[src/rsch_defines.svh]
// Constants of the streaming read command handler: register selects,
// field positions, reset values and timing counts.
// Assumes a 20 MHz core clock and an 8-bit command block bus.
`ifndef RSCH_DEFINES_SVH
`define RSCH_DEFINES_SVH

// ============================================================
// Command block selects (reads share selects 1 and 7)
`define RSCH_SEL_DATA      3'h0
`define RSCH_SEL_FEATURE   3'h1
`define RSCH_SEL_COUNT     3'h2
`define RSCH_SEL_LBA_LO    3'h3
`define RSCH_SEL_LBA_MID   3'h4
`define RSCH_SEL_LBA_HI    3'h5
`define RSCH_SEL_DEVICE    3'h6
`define RSCH_SEL_COMMAND   3'h7

// ============================================================
// Command code and device register fixed bits
`define RSCH_CMD_READ_STREAM 8'h2B
`define RSCH_DEV_FIXED       3'h7
`define RSCH_DEV_FIXED_LSB   5

// ============================================================
// Current feature byte fields
`define RSCH_FEAT_URGENT     7
`define RSCH_FEAT_CONTINUOUS 6
`define RSCH_FEAT_NONSEQ     5
`define RSCH_FEAT_RESUME     4
`define RSCH_FEAT_SID_MSB    2

// ============================================================
// Status and error register bits, reset values
`define RSCH_ST_BUSY   7
`define RSCH_ST_READY  6
`define RSCH_ST_SERR   5
`define RSCH_ST_ERR    0
`define RSCH_ER_CRC    7
`define RSCH_ER_UNC    6
`define RSCH_ER_ID_NOT_FOUND_ERROR   4
`define RSCH_ER_COMMAND_ABORTED_ERROR   2
`define RSCH_ER_COMPLETION_TIMEOUT_FLAG   0
`define RSCH_STATUS_RESET 8'h40
`define RSCH_ERROR_RESET  8'h00

// ============================================================
// Sector counts and timing
`define RSCH_MAX_SECTORS    17'h10000
`define RSCH_CLK_PERIOD_NS  50
`define RSCH_NS_PER_US      1000
`define RSCH_CYC_PER_US     ((`RSCH_NS_PER_US + `RSCH_CLK_PERIOD_NS - 1) / `RSCH_CLK_PERIOD_NS)
`define RSCH_MIN_LIMIT_US   40'h0000000064

`endif

[src/rsch_pkg.sv]
// Types of the streaming read command handler.
// Assumes rsch_defines.svh supplies the numeric constants.
package rsch_pkg;
  // ============================================================
  // Command sequencer states
  typedef enum logic [1:0] {
    RSCH_IDLE,
    RSCH_ISSUE,
    RSCH_WAIT,
    RSCH_FINISH
  } rsch_state_e;

  // Media error report of one sector
  typedef struct packed {
    logic crc;
    logic uncorrectable_error;
    logic id_not_found_error;
    logic command_aborted_error;
  } rsch_mederr_s;
endpackage

[src/rsch_timer_if.sv]
// Carrier between the command sequencer and its time limit counter.
// Assumes both ends run on the same clock.
interface rsch_timer_if;
  logic        start;
  logic        stop;
  logic        enable;
  logic [39:0] limitUs;
  logic        expired;

  modport ctrl  (output start, output stop, output enable, output limitUs, input expired);
  modport timer (input start, input stop, input enable, input limitUs, output expired);
endinterface

[src/rsch_limit_timer.sv]
// Completion time limit counter: microsecond prescaler and countdown.
// Assumes start and stop are single-cycle pulses from the sequencer.
`include "rsch_defines.svh"

module rsch_limit_timer #(
  parameter int CYC_PER_US = `RSCH_CYC_PER_US
) (
  input wire logic   clk,
  input wire logic   arst_n,
  rsch_timer_if.timer tmr
);
  localparam int PW = $clog2(CYC_PER_US + 1);

  logic          running_ff;
  logic [PW-1:0] presc_ff;
  logic [39:0]   remUs_ff;
  logic          expired_ff;
  wire           usTick = running_ff && (presc_ff == PW'(CYC_PER_US - 1));
  wire           lastUs = usTick && (remUs_ff == 40'h0000000001);

  assign tmr.expired = expired_ff;

  // ============================================================
  // Countdown; a zero-length or disabled limit never expires
  always_ff @(posedge clk or negedge arst_n) begin
    if (!arst_n) begin
      running_ff <= 1'b0;
      presc_ff   <= '0;
      remUs_ff   <= 40'h0000000000;
      expired_ff <= 1'b0;
    end else if (tmr.start) begin
      running_ff <= tmr.enable && (tmr.limitUs != 40'h0000000000);
      presc_ff   <= '0;
      remUs_ff   <= tmr.limitUs;
      expired_ff <= 1'b0;
    end else if (tmr.stop || lastUs) begin
      running_ff <= 1'b0;
      expired_ff <= lastUs; // Measured up to the completion interrupt
    end else if (running_ff) begin
      presc_ff <= usTick ? '0 : presc_ff + PW'(1);
      remUs_ff <= usTick ? remUs_ff - 40'h0000000001 : remUs_ff;
    end
  end
endmodule

[src/rsch_read_stream_handler.sv]
// Streaming read command handler: command block, sector sequencing,
// time limit, ending status and error log.
// Assumes the host bus and media engine are logic on the same clock.
`include "rsch_defines.svh"

// Operation
// - Urgent flag forwarded; command always ends when the time limit expires.
// - Continuous read never aborts on read or transfer errors.
// - Continuous read with errors: full transfer, stream error, no error summary, log.
// - Continuous read and limit expired: halt, stream error, timeout logged.
// - In continuous mode every requested sector is attempted while the limit allows.
// - Resume flag tells media to continue recovery at last error address.
// - Stream identifier is feature bits 2:0 and steers the command.
// - Limit in microseconds is previous feature times identify time unit.
// - Zero previous feature uses stream default; zero default means no limit.
// - Limit measured from command write to completion interrupt.
// - Limits below the device minimum are raised to the minimum.
// - Sector count is previous byte high, current byte low.
// - Sector count zero means 65536 sectors.
// - Block address assembled from six current and previous bytes.
// - Stream error returns the first faulty sector address in address bytes.
// - Stream error returns the consecutive faulty sector run in the count.
// - Timeout sets error register bit 0.
// - Continuous read error sets status bit 5, clears summary, logs bits.
// - Continuous flag clear selects normal streaming mode.
// - Command 2Bh accepted only with device bits 7:5 all ones.
module rsch_read_stream_handler #(
  parameter logic [39:0] MIN_LIMIT_US = `RSCH_MIN_LIMIT_US,
  parameter int          CYC_PER_US   = `RSCH_CYC_PER_US
) (
  input  wire logic        clk,
  input  wire logic        arst_n,
  input  wire logic        regWr,
  input  wire logic [2:0]  regSel,
  input  wire logic [7:0]  regWrData,
  input  wire logic        hobSel,
  output logic      [7:0]  regRdData,
  input  wire logic [31:0] identTimeUnit,
  input  wire logic [63:0] streamDefLimit,
  output logic             secReq,
  output logic      [47:0] secLba,
  output logic      [2:0]  streamId,
  output logic             urgentMode,
  output logic             nonSeqHint,
  output logic             resumeRecovery,
  output logic             mediaHalt,
  input  wire logic        secDone,
  input  wire logic [3:0]  secErr,
  output logic             logWrite,
  output logic      [7:0]  logBits,
  output logic      [2:0]  logStream,
  output logic             intrq
);
  rsch_pkg::rsch_state_e state_ff, nxt_state;
  logic [7:0]  tfCur_ff [5];
  logic [7:0]  tfPrev_ff [5];
  logic [7:0]  device_ff, status_ff, error_ff, feat_ff;
  logic [47:0] lba_ff, firstErrLba_ff;
  logic [16:0] remain_ff;
  logic [15:0] errRun_ff;
  logic [7:0]  errAcc_ff;
  logic        anyErr_ff, runOpen_ff, timedOut_ff, intrq_ff, logWrite_ff, halt_ff;
  logic [7:0]  logBits_ff;
  rsch_timer_if tmrIf ();

  // ============================================================
  // Decode of host writes and the command
  wire       busy      = status_ff[`RSCH_ST_BUSY];
  wire       wrCmd     = regWr && !busy && (regSel == `RSCH_SEL_COMMAND);
  wire       cmdLegal  = (regWrData == `RSCH_CMD_READ_STREAM)
                         && (device_ff[7:`RSCH_DEV_FIXED_LSB] == `RSCH_DEV_FIXED);
  wire       cmdGo     = wrCmd && cmdLegal;
  wire       cmdReject = wrCmd && !cmdLegal;
  wire       wrTf      = regWr && !busy && (regSel >= `RSCH_SEL_FEATURE) && (regSel <= `RSCH_SEL_LBA_HI);
  wire [2:0] tfIdx     = regSel - `RSCH_SEL_FEATURE;
  wire [2:0] newSid    = tfCur_ff[0][`RSCH_FEAT_SID_MSB:0];
  wire       contMode  = feat_ff[`RSCH_FEAT_CONTINUOUS]; // Clear means normal mode

  // Count and address assembly; zero count stands for the maximum
  wire [15:0] cntRaw   = {tfPrev_ff[1], tfCur_ff[1]};
  wire [16:0] cntEff   = (cntRaw == 16'h0000) ? `RSCH_MAX_SECTORS : {1'b0, cntRaw};
  wire [47:0] lbaIn    = {tfPrev_ff[4], tfPrev_ff[3], tfPrev_ff[2],
                          tfCur_ff[4], tfCur_ff[3], tfCur_ff[2]};

  // Time limit: explicit multiplier, else stream default, then raised to the minimum
  wire [7:0]  defLimit = streamDefLimit[newSid*8 +: 8];
  wire [7:0]  limMult  = (tfPrev_ff[0] != 8'h00) ? tfPrev_ff[0] : defLimit;
  wire [39:0] limRaw   = 40'(limMult) * 40'(identTimeUnit);
  wire [39:0] limUs    = (limRaw < MIN_LIMIT_US) ? MIN_LIMIT_US : limRaw;

  assign tmrIf.start   = cmdGo; // Measured from the command write
  assign tmrIf.stop    = (state_ff == rsch_pkg::RSCH_FINISH);
  assign tmrIf.enable  = (limMult != 8'h00) && (identTimeUnit != 32'h00000000);
  assign tmrIf.limitUs = limUs;

  // Sector result decode into error register positions
  rsch_pkg::rsch_mederr_s medErr;
  assign medErr = rsch_pkg::rsch_mederr_s'(secErr);
  wire        sectorBad = secDone && (secErr != 4'h0);
  wire [7:0]  sectorBits = {medErr.crc, medErr.uncorrectable_error, 1'b0, medErr.id_not_found_error, 1'b0, medErr.command_aborted_error, 2'b00};
  wire        expiredNow = tmrIf.expired && busy && (state_ff != rsch_pkg::RSCH_FINISH);
  wire [7:0]  cctoBit    = {7'h00, timedOut_ff};

  rsch_limit_timer #(
    .CYC_PER_US(CYC_PER_US)
  ) u_timer (
    .clk   (clk),
    .arst_n(arst_n),
    .tmr   (tmrIf)
  );

  // ============================================================
  // Sequencer: one sector request at a time until count, normal-mode error or timeout
  always_comb begin
    nxt_state = state_ff;
    case (state_ff)
      rsch_pkg::RSCH_IDLE:   nxt_state = cmdGo ? rsch_pkg::RSCH_ISSUE : rsch_pkg::RSCH_IDLE;
      rsch_pkg::RSCH_ISSUE:  nxt_state = expiredNow ? rsch_pkg::RSCH_FINISH : rsch_pkg::RSCH_WAIT;
      rsch_pkg::RSCH_WAIT: begin
        if (expiredNow) begin
          nxt_state = rsch_pkg::RSCH_FINISH; // Halt on expiry
        end else if (secDone) begin
          if (sectorBad && !contMode) begin
            nxt_state = rsch_pkg::RSCH_FINISH;
          end else if (remain_ff == 17'h00001) begin
            nxt_state = rsch_pkg::RSCH_FINISH;
          end else begin
            nxt_state = rsch_pkg::RSCH_ISSUE; // Errors do not stop continuous read
          end
        end
      end
      rsch_pkg::RSCH_FINISH: nxt_state = rsch_pkg::RSCH_IDLE;
      default:               nxt_state = rsch_pkg::RSCH_IDLE;
    endcase
  end

  always_ff @(posedge clk or negedge arst_n) begin
    if (!arst_n) state_ff <= rsch_pkg::RSCH_IDLE;
    else         state_ff <= nxt_state;
  end

  // ============================================================
  // Transfer progress and faulty run tracking
  always_ff @(posedge clk or negedge arst_n) begin
    if (!arst_n) begin
      feat_ff        <= 8'h00;
      lba_ff         <= 48'h000000000000;
      remain_ff      <= 17'h00000;
      firstErrLba_ff <= 48'h000000000000;
      errRun_ff      <= 16'h0000;
      errAcc_ff      <= 8'h00;
      anyErr_ff      <= 1'b0;
      runOpen_ff     <= 1'b0;
      timedOut_ff    <= 1'b0;
    end else if (cmdGo) begin
      feat_ff     <= tfCur_ff[0];
      lba_ff      <= lbaIn;
      remain_ff   <= cntEff;
      errRun_ff   <= 16'h0000;
      errAcc_ff   <= 8'h00;
      anyErr_ff   <= 1'b0;
      runOpen_ff  <= 1'b0;
      timedOut_ff <= 1'b0;
    end else begin
      if (expiredNow) timedOut_ff <= 1'b1;
      if (secDone && state_ff == rsch_pkg::RSCH_WAIT && !expiredNow) begin
        lba_ff    <= lba_ff + 48'h000000000001;
        remain_ff <= remain_ff - 17'h00001;
        errAcc_ff <= errAcc_ff | sectorBits;
        if (sectorBad && !anyErr_ff) begin
          firstErrLba_ff <= lba_ff;
          errRun_ff      <= 16'h0001;
          runOpen_ff     <= 1'b1;
        end else if (sectorBad && runOpen_ff) begin
          errRun_ff <= errRun_ff + 16'h0001; // Only an unbroken run counts
        end else if (!sectorBad) begin
          runOpen_ff <= 1'b0;
        end
        anyErr_ff <= anyErr_ff | sectorBad;
      end
    end
  end

  // ============================================================
  // Command block registers; writes while busy are ignored
  always_ff @(posedge clk or negedge arst_n) begin
    if (!arst_n) begin
      for (int i = 0; i < 5; i++) begin
        tfCur_ff[i]  <= 8'h00;
        tfPrev_ff[i] <= 8'h00;
      end
      device_ff <= 8'h00;
    end else if (state_ff == rsch_pkg::RSCH_FINISH && anyErr_ff) begin
      {tfPrev_ff[4], tfPrev_ff[3], tfPrev_ff[2], tfCur_ff[4], tfCur_ff[3], tfCur_ff[2]} <= firstErrLba_ff;
      {tfPrev_ff[1], tfCur_ff[1]} <= errRun_ff;
    end else if (wrTf) begin
      tfPrev_ff[tfIdx] <= tfCur_ff[tfIdx];
      tfCur_ff[tfIdx]  <= regWrData;
    end else if (regWr && !busy && regSel == `RSCH_SEL_DEVICE) begin
      device_ff <= regWrData;
    end
  end

  // ============================================================
  // Ending status, error register, error log and interrupt
  always_ff @(posedge clk or negedge arst_n) begin
    if (!arst_n) begin
      status_ff   <= `RSCH_STATUS_RESET;
      error_ff    <= `RSCH_ERROR_RESET;
      intrq_ff    <= 1'b0;
      logWrite_ff <= 1'b0;
      logBits_ff  <= 8'h00;
      halt_ff     <= 1'b0;
    end else begin
      intrq_ff    <= 1'b0;
      logWrite_ff <= 1'b0;
      halt_ff     <= expiredNow;
      if (cmdGo) begin
        status_ff <= 8'h80;
        error_ff  <= 8'h00;
      end else if (cmdReject) begin
        status_ff <= 8'h41;
        error_ff  <= 8'h04;
        intrq_ff  <= 1'b1;
      end else if (state_ff == rsch_pkg::RSCH_FINISH) begin
        intrq_ff <= 1'b1;
        if (contMode) begin
          status_ff   <= {2'b01, anyErr_ff | timedOut_ff, 5'h00};
          error_ff    <= cctoBit;
          logWrite_ff <= anyErr_ff | timedOut_ff;
          logBits_ff  <= errAcc_ff | cctoBit;
        end else begin
          status_ff <= {7'h20, anyErr_ff | timedOut_ff};
          error_ff  <= errAcc_ff | cctoBit;
        end
      end
    end
  end

  // ============================================================
  // Outputs to host and media
  wire [7:0] tfRead = hobSel ? tfPrev_ff[tfIdx] : tfCur_ff[tfIdx];
  assign regRdData = (regSel == `RSCH_SEL_COMMAND) ? status_ff :
                     (regSel == `RSCH_SEL_FEATURE) ? error_ff :
                     (regSel == `RSCH_SEL_DEVICE)  ? device_ff :
                     (regSel == `RSCH_SEL_DATA)    ? 8'h00 : tfRead;
  assign secReq         = (state_ff == rsch_pkg::RSCH_ISSUE) && !expiredNow;
  assign secLba         = lba_ff;
  assign streamId       = feat_ff[`RSCH_FEAT_SID_MSB:0];
  assign urgentMode     = feat_ff[`RSCH_FEAT_URGENT];
  assign nonSeqHint     = feat_ff[`RSCH_FEAT_NONSEQ];
  assign resumeRecovery = feat_ff[`RSCH_FEAT_RESUME];
  assign mediaHalt      = halt_ff;
  assign logWrite       = logWrite_ff;
  assign logBits        = logBits_ff;
  assign logStream      = streamId;
  assign intrq          = intrq_ff;
endmodule

[config.mk]
export PLATFORM = sky130hd
export DESIGN_NAME = rsch_read_stream_handler
export DESIGN_NICKNAME = d
export VERILOG_FILES = /design/src/rsch_pkg.sv /design/src/rsch_timer_if.sv /design/src/rsch_limit_timer.sv /design/src/rsch_read_stream_handler.sv
export VERILOG_INCLUDE_DIRS = /design/src
export SDC_FILE = /design/constraint.sdc
export NUM_CORES = 1
export LEC_CHECK = 0
export ABC_CLOCK_PERIOD_IN_PS = 19100
export BUFFER_PORTS_ARGS = -buffer_cell sky130_fd_sc_hd__buf_2
export CAP_MARGIN = 25
export CORE_UTILIZATION = 41
export CTS_CLUSTER_DIAMETER = 60
export DETAILED_ROUTE_END_ITERATION = 7
export GPL_ROUTABILITY_DRIVEN = 0
export SLEW_MARGIN = 20
export SYNTH_ARGS = -nofsm -noshare
export SYNTH_HDL_FRONTEND = slang
export SYNTH_SLANG_ARGS = --single-unit
[constraint.sdc]
create_clock -name clk -period 19.1 [get_ports clk]
set_input_delay 1.91 -clock clk [delete_from_list [all_inputs] [get_ports clk]]
set_output_delay 1.91 -clock clk [all_outputs]
set_load 0.01 [all_outputs]
# After elaboration in Yosys (flattened, before gate mapping)
# Cells that the tools add are included.
# word_totals
reg_bits	312
out_inout_bits	77
word_cells	197
# classes
addsub	6
mul	1
order_cmp	5
eq_ne	16
shifts	1
n_mux	75
bitwise_logic	9
n_reduce_logical	53
# ops
operator	count
2-to-1 mux 40 bit	5
2-to-1 mux 8 bit	20
2-to-1 mux 32 bit	4
2-to-1 mux 48 bit	2
bitwise mux 40 bit	2
2-to-1 mux 16 bit	4
variable part select 64 x 7 -> 8 bit	1
2-to-1 mux 17 bit	3
adder 48 x 1 -> 48 bit, second input constant	1
binary-select mux 8 bit (select 3 bit)	2
== test 40 x 1 -> 1 bit, second input constant	1
< comparator 40 x 7 -> 1 bit, second input constant	1
multiplier 8 x 32 -> 40 bit	1
nonzero test 40 bit	1
subtractor 40 x 1 -> 40 bit, second input constant	1
nonzero test 32 bit	1
demux 8 bit (select 3 bit)	1
logical AND 1 bit	23
2-to-1 mux 1 bit	22
2-to-1 mux 5 bit	4
== test 17 x 1 -> 1 bit, second input constant	1
subtractor 17 x 1 -> 17 bit, second input constant	1
adder 16 x 1 -> 16 bit, second input constant	1
zero test 16 bit	1
other kinds (34)	62

# Depth between registers and ports, before layout
# Gate-level depths: netlist (run 1).
# depth
depth_word	10
ltp_mapped	27
mapped_depth_nobuf	23

# By module
# A second synthesis (run 1) with hierarchy kept.
# hier_totals
cells_unflattened	2782
hier_area_um2	25127.8
# modules_own_cells
mod	instances	cells_per_inst	area_per_inst_um2
rsch_read_stream_handler	1	2416	22023.6
rsch_limit_timer	1	366	3104.2

# Least setup slack after synthesis (run 1)
# Ideal clock, no wire load.
# synth_timing
path_type	input -> register
start	input streamDefLimit[62]
end	register u_timer.remUs_ff[0]
setup_ps	143
arrival_ps	8032
t_required_ps	18957
setup_slack_ps	10925
cell_stages	23
path_buffers	1
cell_sequence	mux4_2 > mux2_2 > a21oi_1 > clkbuf_1 > nand2b_1 > fa_1 > fa_1 > inv_1 > fa_1 > inv_1 > fa_1 > inv_1 > ha_1 > a21o_1 > a221o_2 > a211oi_2 > o221a_4 > o21ai_1 > xor2_1 > a2111oi_1 > nand4_1 > nor4b_4 > a211oi_1
# synth_via
elab_chain_len	6
# synth_rtl
element	line	source
from (decl)	rsch_read_stream_handler.sv:39	input wire logic [63:0] streamDefLimit,
variable part select 64 x 7 -> 8 bit	rsch_read_stream_handler.sv:86	wire [7:0] defLimit = streamDefLimit[newSid*8 +: 8];
2-to-1 mux 8 bit	rsch_read_stream_handler.sv:87	wire [7:0] limMult = (tfPrev_ff[0] != 8'h00) ? tfPrev_ff[0] : defLimit;
multiplier 8 x 32 -> 40 bit	rsch_read_stream_handler.sv:88	wire [39:0] limRaw = 40'(limMult) * 40'(identTimeUnit);
< comparator 40 x 7 -> 1 bit	rsch_read_stream_handler.sv:89	wire [39:0] limUs = (limRaw < MIN_LIMIT_US) ? MIN_LIMIT_US : limRaw;
2-to-1 mux 40 bit	rsch_read_stream_handler.sv:89	
2-to-1 mux 40 bit	rsch_limit_timer.sv:31	end else if (tmr.start) begin
to (signal assigned)	rsch_limit_timer.sv:34	remUs_ff <= tmr.limitUs;
to (signal assigned)	rsch_limit_timer.sv:41	remUs_ff <= usTick ? remUs_ff - 40'h0000000001 : remUs_ff;
to (decl)	rsch_limit_timer.sv:16	logic [39:0] remUs_ff;
# Every way passes these cells.
# A chain may end at the register's enable or synchronous reset.

# Worst setup path after layout (run 1)
# layout_timing
start	input streamDefLimit[28]
end	register u_timer.remUs_ff[4]
# layout_via
elab_chain_len	6
# layout_rtl
element	line
variable part select 64 x 7 -> 8 bit (*)	rsch_read_stream_handler.sv:86
2-to-1 mux 8 bit (*)	rsch_read_stream_handler.sv:87
multiplier 8 x 32 -> 40 bit (*)	rsch_read_stream_handler.sv:88
< comparator 40 x 7 -> 1 bit	rsch_read_stream_handler.sv:89
2-to-1 mux 40 bit (*)	rsch_read_stream_handler.sv:89
2-to-1 mux 40 bit (*)	rsch_limit_timer.sv:31
# Every way passes the cells marked *; elsewhere a longest branch is shown, timed or not.

==> metrics.log, run 1 <==
[metrics] worst flop-to-flop path endpoint: u_timer.remUs_ff[4]
[metrics] Synth Area per Inst: 9.13 um^2
[metrics] Detail Placement HPWL: 49600 um
[metrics] transition at the pin with the smallest max-transition slack: 1.02 ns
[metrics] skew final: 0.0236 ns
[metrics] startpoint of the worst hold path: firstErrLba_ff[47]
[metrics] horizontal die dimension: 243 um
[metrics] Setup crit end kind: flop
[metrics] Root Buffer Master: sky130_fd_sc_hd__clkbuf_16
[metrics] post-CTS repair timing setup buffer count: 0
[metrics] Reg-to-Reg Start: tfPrev_ff[34]
[metrics] summed negative setup slack over all endpoints: 0 ns
[metrics] leading post-synthesis cells by instance count: sky130_fd_sc_hd__nand2_1 (380), sky130_fd_sc_hd__dfrtp_1 (297), sky130_fd_sc_hd__o21ai_0 (223), sky130_fd_sc_hd__inv_1 (221), sky130_fd_sc_hd__fa_1 (180)
[metrics] # H-tree levels: 2
[metrics] final standard cell count with taps included and fillers excluded: 3527
[metrics] standard-cell rows: 88
[metrics] delay of the slowest critical-path stage: 0.56 ns
[metrics] maximum number of pins on one net before global-route repair: 91
[metrics] yosys warns: 0
[metrics] worst path arrival time: 8.71 ns
[metrics] quantity of I/O buffers inserted on ports: 189
[metrics] cell area reported after detailed placement: 0.0255 mm^2
[metrics] grt total ovfl: 0
[metrics] DIE AREA: 0.0592 mm^2
[metrics] top cells by area in the synthesized netlist: sky130_fd_sc_hd__dfrtp_1 (31%), sky130_fd_sc_hd__fa_1 (15%), sky130_fd_sc_hd__nand2_1 (6.0%)
[metrics] CTS clock-pin slew for the worst setup and hold paths: 0.06 ns
[metrics] max-slew headroom at the worst pin: 32.2%
[metrics] Worst Path Class, Setup: in2reg
[metrics] count of buffering cells on the critical path with inverters included: 4
[metrics] final-stage net count: 3105
[metrics] core area: 0.0576 mm^2
[metrics] most common cell in the synthesized netlist: sky130_fd_sc_hd__nand2_1
[metrics] clock tree from TritonCTS: built
[metrics] min Tclk post-route: 8.36 ns
[metrics] count of vias placed by the detailed router: 19400
[metrics] gate count of the mapped netlist: 2614
[metrics] Crit path max-delay family: adder cells
[metrics] instance count after placement with tap cells included: 3464
[metrics] worst hold-check path type: reg2reg
[metrics] maximum fanout count along the critical path: 33
[metrics] cells on worst reg2reg path: 23
[metrics] run status: finished, final reports clean
[metrics] detailed-route wire length per cell: 19.1 um
[metrics] Layout Cell Area excl Fill: 0.0266 mm^2
[metrics] length of the first detailed-routing pass in iterations: 7
[metrics] worst setup slack for register-to-register paths: 11.33 ns
[metrics] number of synthesized flops with an enable pin: 0
[metrics] DRC violation count after routing: 0
[metrics] series of cell instances along the critical path: buf_2 > mux4_2 > mux2_2 > a21oi_2 > buf_4 > nor2b_1 > fa_1 > fa_1 > fa_1 > inv_1 > fa_1 > inv_1 > ha_1 > a21oi_1 > o21ai_0 > nor2b_1 > nor3_1 > o21a_1 > o311ai_0 > xnor2_1 > nor4b_2 > nor4b_4 > a211oi_1
[metrics] worst hold path endpoint: lbaIn[47]
[metrics] max frequency: 0.120 GHz
[metrics] clock insertion delay at the later pin of the skew report: 0.53 ns
[metrics] number of endpoints failing setup at the final stage: 0
[metrics] cell depth of the worst min-delay path: 2
[metrics] Main synth FF type: sky130_fd_sc_hd__dfrtp_1
[metrics] I/O pin count: 193
[metrics] quantity of hold-fixing buffers added after cts: 0
[metrics] Antenna Nets Post-Route: 0
[metrics] Max Cap Violations: 0
[metrics] proportion of layout cells with a drive suffix above 1: 14.5%
[metrics] maximum count of clock buffers along a single path: 3
[metrics] number of global-route vias before repair: 19500
[metrics] height of the die: 243 um
[metrics] violation count after the first detailed-routing iteration: 1399
[metrics] post-synthesis cell type count: 79
[metrics] overall fraction of global-route tracks in use: 22.6%
[metrics] final count of pins violating max slew: 0
[metrics] count of final hold-check violations: 0
[metrics] Critical Path Slowest Stage Cell: sky130_fd_sc_hd__fa_1
[metrics] area share of the largest cell type after synthesis: 31.1%
[metrics] wire length of the first global-routing pass: 107000 um
[metrics] TritonCTS buffer count: 35
[metrics] growth of design area from synthesis to finish: 11.6%
[metrics] RSZ-0062 raised after global routing: false
[metrics] count of instances resized after the clock tree is built: 0
[metrics] post-route worst hold slack: 0.467 ns
[metrics] clk sink count: 298
[metrics] antenna violations before repair: 2
[metrics] #FFs+latches synth: 298
[metrics] initial cell density of the core: 41.4%
[metrics] fraction of registers with async set/reset: 100%
[metrics] fraction of the yosys area taken by sequential cells: 31.2%
[metrics] startpoint type of the worst setup path: primary input
[metrics] post-synthesis instance area: 0.0239 mm^2
[metrics] Required @ worst endpoint: 19.45 ns
[metrics] CP most frequent cell: sky130_fd_sc_hd__fa_1
[metrics] via density per instance: 5.50
[metrics] share of the clock period used by the worst path after layout: 43.8%
[metrics] total length of routed wires: 67300 um
[metrics] cell type with the highest aggregate area in the netlist: sky130_fd_sc_hd__dfrtp_1
-- state kept, by name, indices dropped and copies added, names as in the netlist, 5 cells and up --
register,count
firstErrLba_ff,48
lbaIn,48
secLba,48
u_timer.remUs_ff,40
remain_ff,17
cntRaw,16
errRun_ff,16
device_ff,8
tfPrev_ff,8
feat_ff,7
error_ff,6
logBits,5
tfCur_ff,5
u_timer.presc_ff,5
-- placed cells by master, fill, tap and decap left out, drive strengths merged, types with 16 or more instances in the layout --
cell type	n
a21oi	109
nor2b	174
nand4	38
buf	216
nand2	380
nor3	47
nor4	33
and3	19
xnor2	60
o21ai	227
inv	223
mux4	16
clkbuf	54
nor2	126
ha	72
mux2i	74
nand2b	34
fa	180
nand3	47
mux2	76
dfrtp	297
and2	27
xor2	80
-- routing by layer --
| layer | wire length [um] | track usage [%] |
|---|---|---|
| met5 | 13 | 0 |
| met4 | 1660 | 6.55 |
| met2 | 32300 | 37.1 |
| met3 | 3440 | 3.27 |
| met1 | 29900 | 31.0 |
-- how the worst max path moves through the flow --
| stage | slack, ns | cells after the start | end | from |
|---|---|---|---|---|
| floorplan | 10.92 | 23 | u_timer.remUs_ff[0] | streamDefLimit[62] |
| global placement | 10.43 | 24 | u_timer.remUs_ff[0] | streamDefLimit[62] |
| detailed placement | 10.27 | 24 | u_timer.remUs_ff[3] | streamDefLimit[6] |
| CTS | 10.82 | 24 | u_timer.remUs_ff[3] | streamDefLimit[6] |
| global route | 10.37 | 24 | u_timer.remUs_ff[3] | streamDefLimit[30] |
| finish | 10.74 | 23 | u_timer.remUs_ff[4] | streamDefLimit[28] |
-- kinds of logic after synthesis --
family / count (synthesis) / synth area share, %
other cells: 1 / 0.0157
compound gates: 438 / 10.6
mux: 166 / 8.20
fa+ha+maj: 252 / 18.9
xor+xnor: 140 / 5.14
simple gates: 966 / 20.0
buf+inv: 353 / 6.00
flops: 298 / 31.2
-- cell type report --
cell class	instances	area [um^2]
Antenna cell	2	5.00
Clock buffer	54	1090
Clock inverter	6	62.6
Fill cell	5492	31000
Inverter	221	830
Multi-Input combinational cell	1965	15100
Sequential cell	298	7460
Tap cell	765	957
Timing Repair Buffer	216	1170
-- through the flow --
step	worst slack, ns	utilization, %
global placement	10.43	44.2
detailed placement	10.27	44.2
floorplan	10.92	-
global route	10.37	46.2
CTS	10.82	46.2
finish	10.74	46.2
-- worst reg2reg max path: stages (launching register included) --
cell and delay [ns]:
sky130_fd_sc_hd__dfrtp_1 0.54, sky130_fd_sc_hd__or4_1 0.56, sky130_fd_sc_hd__nor2_1 0.62, sky130_fd_sc_hd__a21oi_2 0.10, sky130_fd_sc_hd__buf_4 0.28, sky130_fd_sc_hd__nand2b_1 0.22
sky130_fd_sc_hd__fa_1 0.51, sky130_fd_sc_hd__fa_1 0.55, sky130_fd_sc_hd__inv_1 0.06, sky130_fd_sc_hd__fa_1 0.53, sky130_fd_sc_hd__inv_1 0.06, sky130_fd_sc_hd__fa_1 0.54
sky130_fd_sc_hd__inv_1 0.05, sky130_fd_sc_hd__ha_1 0.35, sky130_fd_sc_hd__a21o_1 0.21, sky130_fd_sc_hd__a31oi_1 0.40, sky130_fd_sc_hd__a211o_1 0.23, sky130_fd_sc_hd__nand2_1 0.08
sky130_fd_sc_hd__a21oi_1 0.38, sky130_fd_sc_hd__mux2i_1 0.16, sky130_fd_sc_hd__a2111oi_1 0.42, sky130_fd_sc_hd__nand4_1 0.20, sky130_fd_sc_hd__nor4b_4 0.46, sky130_fd_sc_hd__a211oi_1 0.10
Power of run 1 is left out: the tool's default activity adds up to more than one toggle a clock period on the data nets, which glitch-free logic cannot reach.
==> inputs of run 2 (changes only) <==
--- a/config.mk
+++ b/config.mk
@@ -6,7 +6,8 @@
 export SDC_FILE = /design/constraint.sdc
 export NUM_CORES = 1
 export LEC_CHECK = 0
-export ABC_CLOCK_PERIOD_IN_PS = 19100
+export ABC_AREA = 1
+export ABC_CLOCK_PERIOD_IN_PS = 8400
 export BUFFER_PORTS_ARGS = -buffer_cell sky130_fd_sc_hd__buf_2
 export CAP_MARGIN = 25
 export CORE_UTILIZATION = 41
==> constraint.sdc (replaced) <==
create_clock -name clk -period 8.4 [get_ports clk]
set_input_delay 0.84 -clock clk [delete_from_list [all_inputs] [get_ports clk]]
set_output_delay 0.84 -clock clk [all_outputs]
set_load 0.01 [all_outputs]
==> run 2 against run 1 <==
  * Critical path type is now reg2reg
  * Clock skew grew 0.0056 ns
  * Routed wire length grew 22%
  * Via count grew 21%
==> metrics.log, run 2 <==
[metrics] wire length of the first global-routing pass: 131000 um (+23%)
[metrics] Main synth FF type: sky130_fd_sc_hd__dfrtp_1
[metrics] leading post-synthesis cells by instance count: sky130_fd_sc_hd__nand2_1 (790), sky130_fd_sc_hd__inv_1 (584), sky130_fd_sc_hd__nor2_1 (478), sky130_fd_sc_hd__dfrtp_1 (297), sky130_fd_sc_hd__o21ai_0 (185)
[metrics] RSZ-0062 raised after global routing: false
[metrics] Required @ worst endpoint: 8.84 ns (-10.61 ns)
[metrics] diode insertion count for antenna repair: 0 (-2)
[metrics] most used cells in the layout excluding fill and tap cells: sky130_fd_sc_hd__nand2_1 (790), sky130_fd_sc_hd__inv_1 (584), sky130_fd_sc_hd__nor2_1 (477)
[metrics] fraction of the yosys area taken by sequential cells: 29.2% (-2.0 points)
[metrics] most common cell in the synthesized netlist: sky130_fd_sc_hd__nand2_1
[metrics] startpoint type of the worst setup path: flop
[metrics] I/O pin count: 193 (unchanged)
[metrics] most common cell after layout, fill and taps aside: sky130_fd_sc_hd__nand2_1
[metrics] proportion of layout cells with a drive suffix above 1: 10.2% (-4.3 points)
[metrics] share of the clock period used by the worst path after layout: 84.8%
[metrics] core area: 0.0616 mm^2 (+7.0%)
[metrics] run status: finished, final reports clean
[metrics] multi-input gate area in the final layout: 0.0153 mm^2 (+1.3%)
[metrics] maximum number of pins on one net before global-route repair: 124 (+36%)
[metrics] number of endpoints failing setup at the final stage: 0 (unchanged)
[metrics] maximum count of clock buffers along a single path: 3 (unchanged)
[metrics] total length of routed wires: 81900 um (+22%)
[metrics] CP most frequent cell: sky130_fd_sc_hd__nand2_1
[metrics] number of fill cells: 6407 (+17%)
[metrics] TritonCTS buffer count: 40 (+14%)
[metrics] Synth Area per Inst: 7.36 um^2 (-19%)
[metrics] skew final: 0.0292 ns (+0.00562 ns)
[metrics] violation count after the first detailed-routing iteration: 1850 (+32%)
[metrics] DRC violation count after routing: 0 (unchanged)
[metrics] Root Buffer Master: sky130_fd_sc_hd__clkbuf_16
[metrics] yosys warns: 0 (unchanged)
[metrics] # H-tree levels: 2 (unchanged)
[metrics] count of final hold-check violations: 0 (unchanged)
[metrics] #FFs+latches synth: 298 (unchanged)
[metrics] quantity of hold-fixing buffers added after cts: 0 (unchanged)
[metrics] Critical Path Slowest Stage Cell: sky130_fd_sc_hd__inv_1
[metrics] growth of design area from synthesis to finish: 12.3%
[metrics] post-synthesis cell type count: 66 (-16%)
[metrics] Setup crit end kind: flop
[metrics] cells on worst reg2reg path: 31 (+35%)
[metrics] top cells by area in the synthesized netlist: sky130_fd_sc_hd__dfrtp_1 (29%), sky130_fd_sc_hd__fa_1 (14%), sky130_fd_sc_hd__nand2_1 (12%)
[metrics] gate count of the mapped netlist: 3468 (+33%)
[metrics] via density per instance: 5.26 (-4.5%)
[metrics] worst hold-check path type: in2async
[metrics] Antenna Nets Post-Route: 0 (unchanged)
[metrics] overall fraction of global-route tracks in use: 26.4% (+3.8 points)
[metrics] initial cell density of the core: 41.4% (about the same)
[metrics] Detail Placement HPWL: 63100 um (+27%)
[metrics] max-slew headroom at the worst pin: 32.8% (+0.60 points)
[metrics] max frequency: 0.140 GHz
[metrics] combined flip-flop and latch cell area: 0.00746 mm^2 (unchanged)
[metrics] horizontal die dimension: 252 um (+3.4%)
[metrics] transition at the pin with the smallest max-transition slack: 1.00 ns (-0.0165 ns)
[metrics] grt total ovfl: 0 (unchanged)
[metrics] length of the first detailed-routing pass in iterations: 5 (-2)
[metrics] cell type with the highest aggregate area in the netlist: sky130_fd_sc_hd__dfrtp_1
[metrics] min Tclk post-route: 7.12 ns
[metrics] detailed-route wire length per cell: 18.3 um (-4.2%)
[metrics] Worst Path Class, Setup: reg2reg
[metrics] antenna violations before repair: 2 (unchanged)
[metrics] number of global-route vias before repair: 23300 (+19%)
[metrics] final-stage net count: 3983 (+28%)
[metrics] area share of the largest cell type after synthesis: 29.1% (-2.0 points)
[metrics] clock insertion delay at the later pin of the skew report: 0.58 ns (+0.05 ns)
[metrics] worst path arrival time: 7.56 ns (-1.15 ns)
[metrics] clock tree from TritonCTS: built
[metrics] delay of the slowest critical-path stage: 0.72 ns (+0.16 ns)
[metrics] Max Cap Violations: 0 (unchanged)
[metrics] count of instances resized after the clock tree is built: 0 (unchanged)
[metrics] summed negative setup slack over all endpoints: 0 ns (unchanged)
[metrics] clk sink count: 298 (unchanged)
[metrics] CTS clock-pin slew for the worst setup and hold paths: 0.06 ns (about the same)
[metrics] count of vias placed by the detailed router: 23600 (+21%)
[metrics] number of synthesized flops with an enable pin: 0 (unchanged)
[metrics] DIE AREA: 0.0633 mm^2 (+6.9%)
[metrics] maximum fanout count along the critical path: 23 (-30%)
[metrics] post-synthesis instance area: 0.0255 mm^2 (+6.9%)
[metrics] fraction of registers with async set/reset: 100% (unchanged)
[metrics] standard-cell rows: 91 (+3.4%)
[metrics] height of the die: 252 um (+3.4%)
[metrics] final count of pins violating max slew: 0 (unchanged)
[metrics] post-CTS repair timing setup buffer count: 0 (unchanged)
[metrics] quantity of I/O buffers inserted on ports: 189 (unchanged)
[run 2: cell types whose count changed after synthesis, sizes merged, moves of 34 or more]
| cell | before | now |
|---|---|---|
| nand2b | 34 | 0 |
| o221ai | 11 | 87 |
| o211ai | 5 | 56 |
| nor2 | 126 | 507 |
| clkbuf | 102 | 58 |
| nand3 | 47 | 126 |
| o21ai | 227 | 186 |
| mux2 | 76 | 6 |
| mux2i | 74 | 0 |
| inv | 221 | 600 |
| nand2 | 380 | 803 |
| xnor2 | 60 | 12 |
| nor2b | 174 | 0 |
[run 2: routing by layer]
metal	vias up	global-route usage, %	routed length [um]
met3	143	4.17	4680
met4	2	8.59	2610
met5	-	0	11
met2	711	44.4	39400
li1	11300	-	-
met1	11400	34.7	35200
[run 2: cells by family (layout without fill, tap and decap cells)]
group	after synthesis	after routing	share of synthesized area, %
simple gates	1596	1596	26.5
buf+inv	725	900	11.1
compound gates	512	512	12.6
flops	298	298	29.2
fa+ha+maj	252	252	17.6
xor+xnor	78	78	2.68
mux	6	6	0.265
other cells	1	3	0.0147
[run 2: final timing paths]
path	start	endpoint	slack, ns
setup / recovery	newSid[0]	u_timer.remUs_ff[1]	1.28
hold / removal	arst_n	logBits[6]	0.32
setup reg to reg	newSid[0]	u_timer.remUs_ff[1]	1.28
hold reg to reg	errRun_ff[2]	errRun_ff[2]	0.46
max in group asynchronous	arst_n	secLba[29]	6.83
min in group clk	errRun_ff[2]	errRun_ff[2]	0.46
[run 2: critical path, delay by kind of cell, from the launching register on]
| kind | cells | cell delay [ns] |
|---|---|---|
| compound gates | 3 | 0.46 |
| fa+ha+maj | 5 | 2.50 |
| buf+inv | 8 | 1.64 |
| flops | 1 | 0.56 |
| simple gates | 15 | 1.83 |
[run 2: layout make-up]
type | instances | share of cell area (%)
tap | 837 | 3.66
inverter | 608 | 7.97
sequential | 298 | 26.0
clock buffer | 57 | 4.11
clock inverter | 15 | 0.738
timing repair buffer | 220 | 4.25
multi-input combinational | 2447 | 53.2
[run 2: through the flow]
stage	hold slack, ns	instances	area, um^2	worst slack, ns	utilization [%]
floorplan	0.423	3470	25500	2.65	-
global placement	0.447	4408	27200	1.38	44.2
detailed placement	0.447	4409	27200	1.32	44.2
CTS	0.347	4481	28600	1.27	46.5
global route	0.373	4482	28700	0.749	46.5
finish	0.324	4482	28700	1.28	46.5
Power of run 2 is left out for the same reason.
==> inputs of run 3 (changes only) <==
--- a/config.mk
+++ b/config.mk
@@ -6,8 +6,8 @@
 export SDC_FILE = /design/constraint.sdc
 export NUM_CORES = 1
 export LEC_CHECK = 0
-export ABC_AREA = 1
-export ABC_CLOCK_PERIOD_IN_PS = 8400
+export ABC_AREA = 0
+export ABC_CLOCK_PERIOD_IN_PS = 7000
 export BUFFER_PORTS_ARGS = -buffer_cell sky130_fd_sc_hd__buf_2
 export CAP_MARGIN = 25
 export CORE_UTILIZATION = 41
==> constraint.sdc (replaced) <==
create_clock -name clk -period 7 [get_ports clk]
set_input_delay 0.7 -clock clk [delete_from_list [all_inputs] [get_ports clk]]
set_output_delay 0.7 -clock clk [all_outputs]
set_load 0.01 [all_outputs]
==> run 3 against run 2 <==
  * Highest routed layer is now met4
  * Critical path type unchanged
  * Sequential share of layout area down 0.31 points
  * Count of clock-buffer cells in the layout down 3
  * The run now ends with negative setup slack left
  * Critical path depth down 1
  * Hold slack worse by 0.17 ns
  * Fmax about the same
  * Largest cell class unchanged
==> metrics.log, run 3 (synthesized netlist as in run 1, its figures left out) <==
[metrics] post-route setup slack: -0.123 ns (-1.40 ns)
[metrics] height of the die: 243 um (-3.3%)
[metrics] worst path arrival time: 7.47 ns (-0.09 ns)
[metrics] RSZ-0062 raised after global routing: true
[metrics] Critical Path Slowest Stage Cell: sky130_fd_sc_hd__mux4_2
[metrics] final standard cell count with taps included and fillers excluded: 3748 (-16%)
[metrics] I/O pin count: 193 (unchanged)
[metrics] Max Cap Violations: 0 (unchanged)
[metrics] multi-input gate area in the final layout: 0.0155 mm^2 (+1.4%)
[metrics] number of endpoints failing setup at the final stage: 7 (+7)
[metrics] startpoint type of the worst setup path: flop
[metrics] number of fill cells: 5384 (-16%)
[metrics] violation count after the first detailed-routing iteration: 1239 (-33%)
[metrics] transition at the pin with the smallest max-transition slack: 1.05 ns (+0.0473 ns)
[metrics] worst slack after detailed placement: -0.376 ns (-1.70 ns)
[metrics] Crit path max-delay family: adder cells
[metrics] min Tclk post-route: 7.12 ns (+0.00424 ns)
[metrics] quantity of I/O buffers inserted on ports: 189 (unchanged)
[metrics] CTS clock-pin slew for the worst setup and hold paths: 0.06 ns (about the same)
[metrics] clock insertion delay at the later pin of the skew report: 0.51 ns (-0.07 ns)
[metrics] most common cell after layout, fill and taps aside: sky130_fd_sc_hd__nand2_1
[metrics] Core Util, Final: 50.4% (+3.9 points)
[metrics] quantity of hold-fixing buffers added after cts: 0 (unchanged)
[metrics] total length of routed wires: 69100 um (-16%)
[metrics] count of vias placed by the detailed router: 20100 (-15%)
[metrics] delay of the slowest critical-path stage: 0.54 ns (-0.18 ns)
[metrics] wire length of the first global-routing pass: 111000 um (-16%)
[metrics] maximum count of clock buffers along a single path: 3 (unchanged)
[metrics] final-stage net count: 3323 (-17%)
[metrics] Root Buffer Master: sky130_fd_sc_hd__clkbuf_16
[metrics] Detail Placement HPWL: 50800 um (-19%)
[metrics] violations in the final reports: negative setup slack
[metrics] length of the first detailed-routing pass in iterations: 5 (unchanged)
[metrics] count of final hold-check violations: 0 (unchanged)
[metrics] run status: complete, but fails checks
[metrics] Required @ worst endpoint: 7.35 ns (-1.49 ns)
[metrics] number of global-route vias before repair: 20400 (-13%)
[metrics] instance count after placement with tap cells included: 3632 (-18%)
[metrics] # H-tree levels: 2 (unchanged)
[metrics] growth of design area from synthesis to finish: 21.5%
[metrics] maximum number of pins on one net before global-route repair: 106 (-15%)
[metrics] most used cells in the layout excluding fill and tap cells: sky130_fd_sc_hd__nand2_1 (379), sky130_fd_sc_hd__dfrtp_1 (296), sky130_fd_sc_hd__inv_1 (216)
[metrics] detailed-route wire length per cell: 18.4 um (+0.94%)
[metrics] horizontal die dimension: 243 um (-3.3%)
[metrics] proportion of layout cells with a drive suffix above 1: 22.5% (+12 points)
[metrics] share of the clock period used by the worst path after layout: 102% (+17 points)
[metrics] core area: 0.0576 mm^2 (-6.5%)
[metrics] final count of pins violating max slew: 0 (unchanged)
[metrics] standard-cell rows: 88 (-3.3%)
[metrics] clock tree from TritonCTS: built
[metrics] grt total ovfl: 0 (unchanged)
[metrics] count of buffering cells on the critical path with inverters included: 12 (+4)
[metrics] Antenna Nets Post-Route: 0 (unchanged)
[metrics] antenna violations before repair: 2 (unchanged)
[metrics] combined flip-flop and latch cell area: 0.00746 mm^2 (about the same)
[metrics] maximum fanout count along the critical path: 8 (-65%)
[metrics] initial cell density of the core: 41.4% (about the same)
[metrics] max-slew headroom at the worst pin: 30.1% (-2.6 points)
[metrics] skew final: 0.00911 ns (-0.0201 ns)
[metrics] overall fraction of global-route tracks in use: 23.2% (-3.3 points)
[metrics] DRC violation count after routing: 0 (unchanged)
[metrics] max frequency: 0.140 GHz (about the same)
[metrics] clk sink count: 298 (unchanged)
[metrics] TritonCTS buffer count: 34 (-15%)
[metrics] via density per instance: 5.36 (+2.0%)
[metrics] DIE AREA: 0.0592 mm^2 (-6.4%)
[metrics] Setup crit end kind: flop
[metrics] Worst Path Class, Setup: reg2reg
[metrics] worst hold-check path type: in2async
run 3: cell count changes in the layout (fill, tap and decap cells not counted), moves of 172 or more:
| cell | change |
|---|---|
| sky130_fd_sc_hd__nand2_1 | -411 |
| sky130_fd_sc_hd__inv_1 | -368 |
| sky130_fd_sc_hd__nor2_1 | -354 |
| sky130_fd_sc_hd__buf_4 | +184 |
| sky130_fd_sc_hd__nor2b_1 | +172 |
run 3: metal layers:
layer	global-route usage, %	part of all wire (%)
met5	0	0
met4	5.83	2.2
met3	2.89	5.3
met2	37.6	48
met1	32.8	45
run 3: repair_timing:
item	in CTS	in global routing
endpoints found under the setup margin	7	8
setup buffers	21	26
hold endpoints to repair	0	0
cloned	2	1
gates resized for setup	63	39
pin swaps	34	53
run 3: worst paths after layout:
| check | start | endpoint | slack, ns | depth (start not counted) |
|---|---|---|---|---|
| worst min-delay path | arst_n | firstErrLba_ff[3] | 0.15 | 1 |
| worst min register to register | feat_ff[4] | feat_ff[4] | 0.47 | 2 |
| max in group asynchronous | arst_n | newSid[0] | 5.44 | 2 |
| worst max register to register | newSid[0] | u_timer.remUs_ff[3] | -0.12 | 30 |
| min in group clk | secErr[3] | errAcc_ff[7] | 0.46 | 3 |
| worst max-delay path | newSid[0] | u_timer.remUs_ff[3] | -0.12 | 30 |
run 3: area by class of cell:
| cell class | instances | share of cell area, % |
|---|---|---|
| Clock buffer | 54 | 3.62 |
| Tap cell | 765 | 3.30 |
| Timing Repair Buffer | 435 | 10.7 |
| Multi-Input combinational cell | 1965 | 53.4 |
| Clock inverter | 8 | 0.397 |
| Antenna cell | 2 | 0.0173 |
| Sequential cell | 298 | 25.7 |
| Inverter | 221 | 2.86 |
run 3: per-stage QoR:
step                setup TNS [ns]  instance area (um^2)  hold slack [ns]
detailed placement           -2.42                 26800            0.460
CTS                              0                 28500            0.184
floorplan                        0                 23900            0.404
global route                 -2.59                 29000            0.202
finish                      -0.701                 29000            0.154
global placement             -1.41                 26800            0.452
Power of run 3 is left out for the same reason.
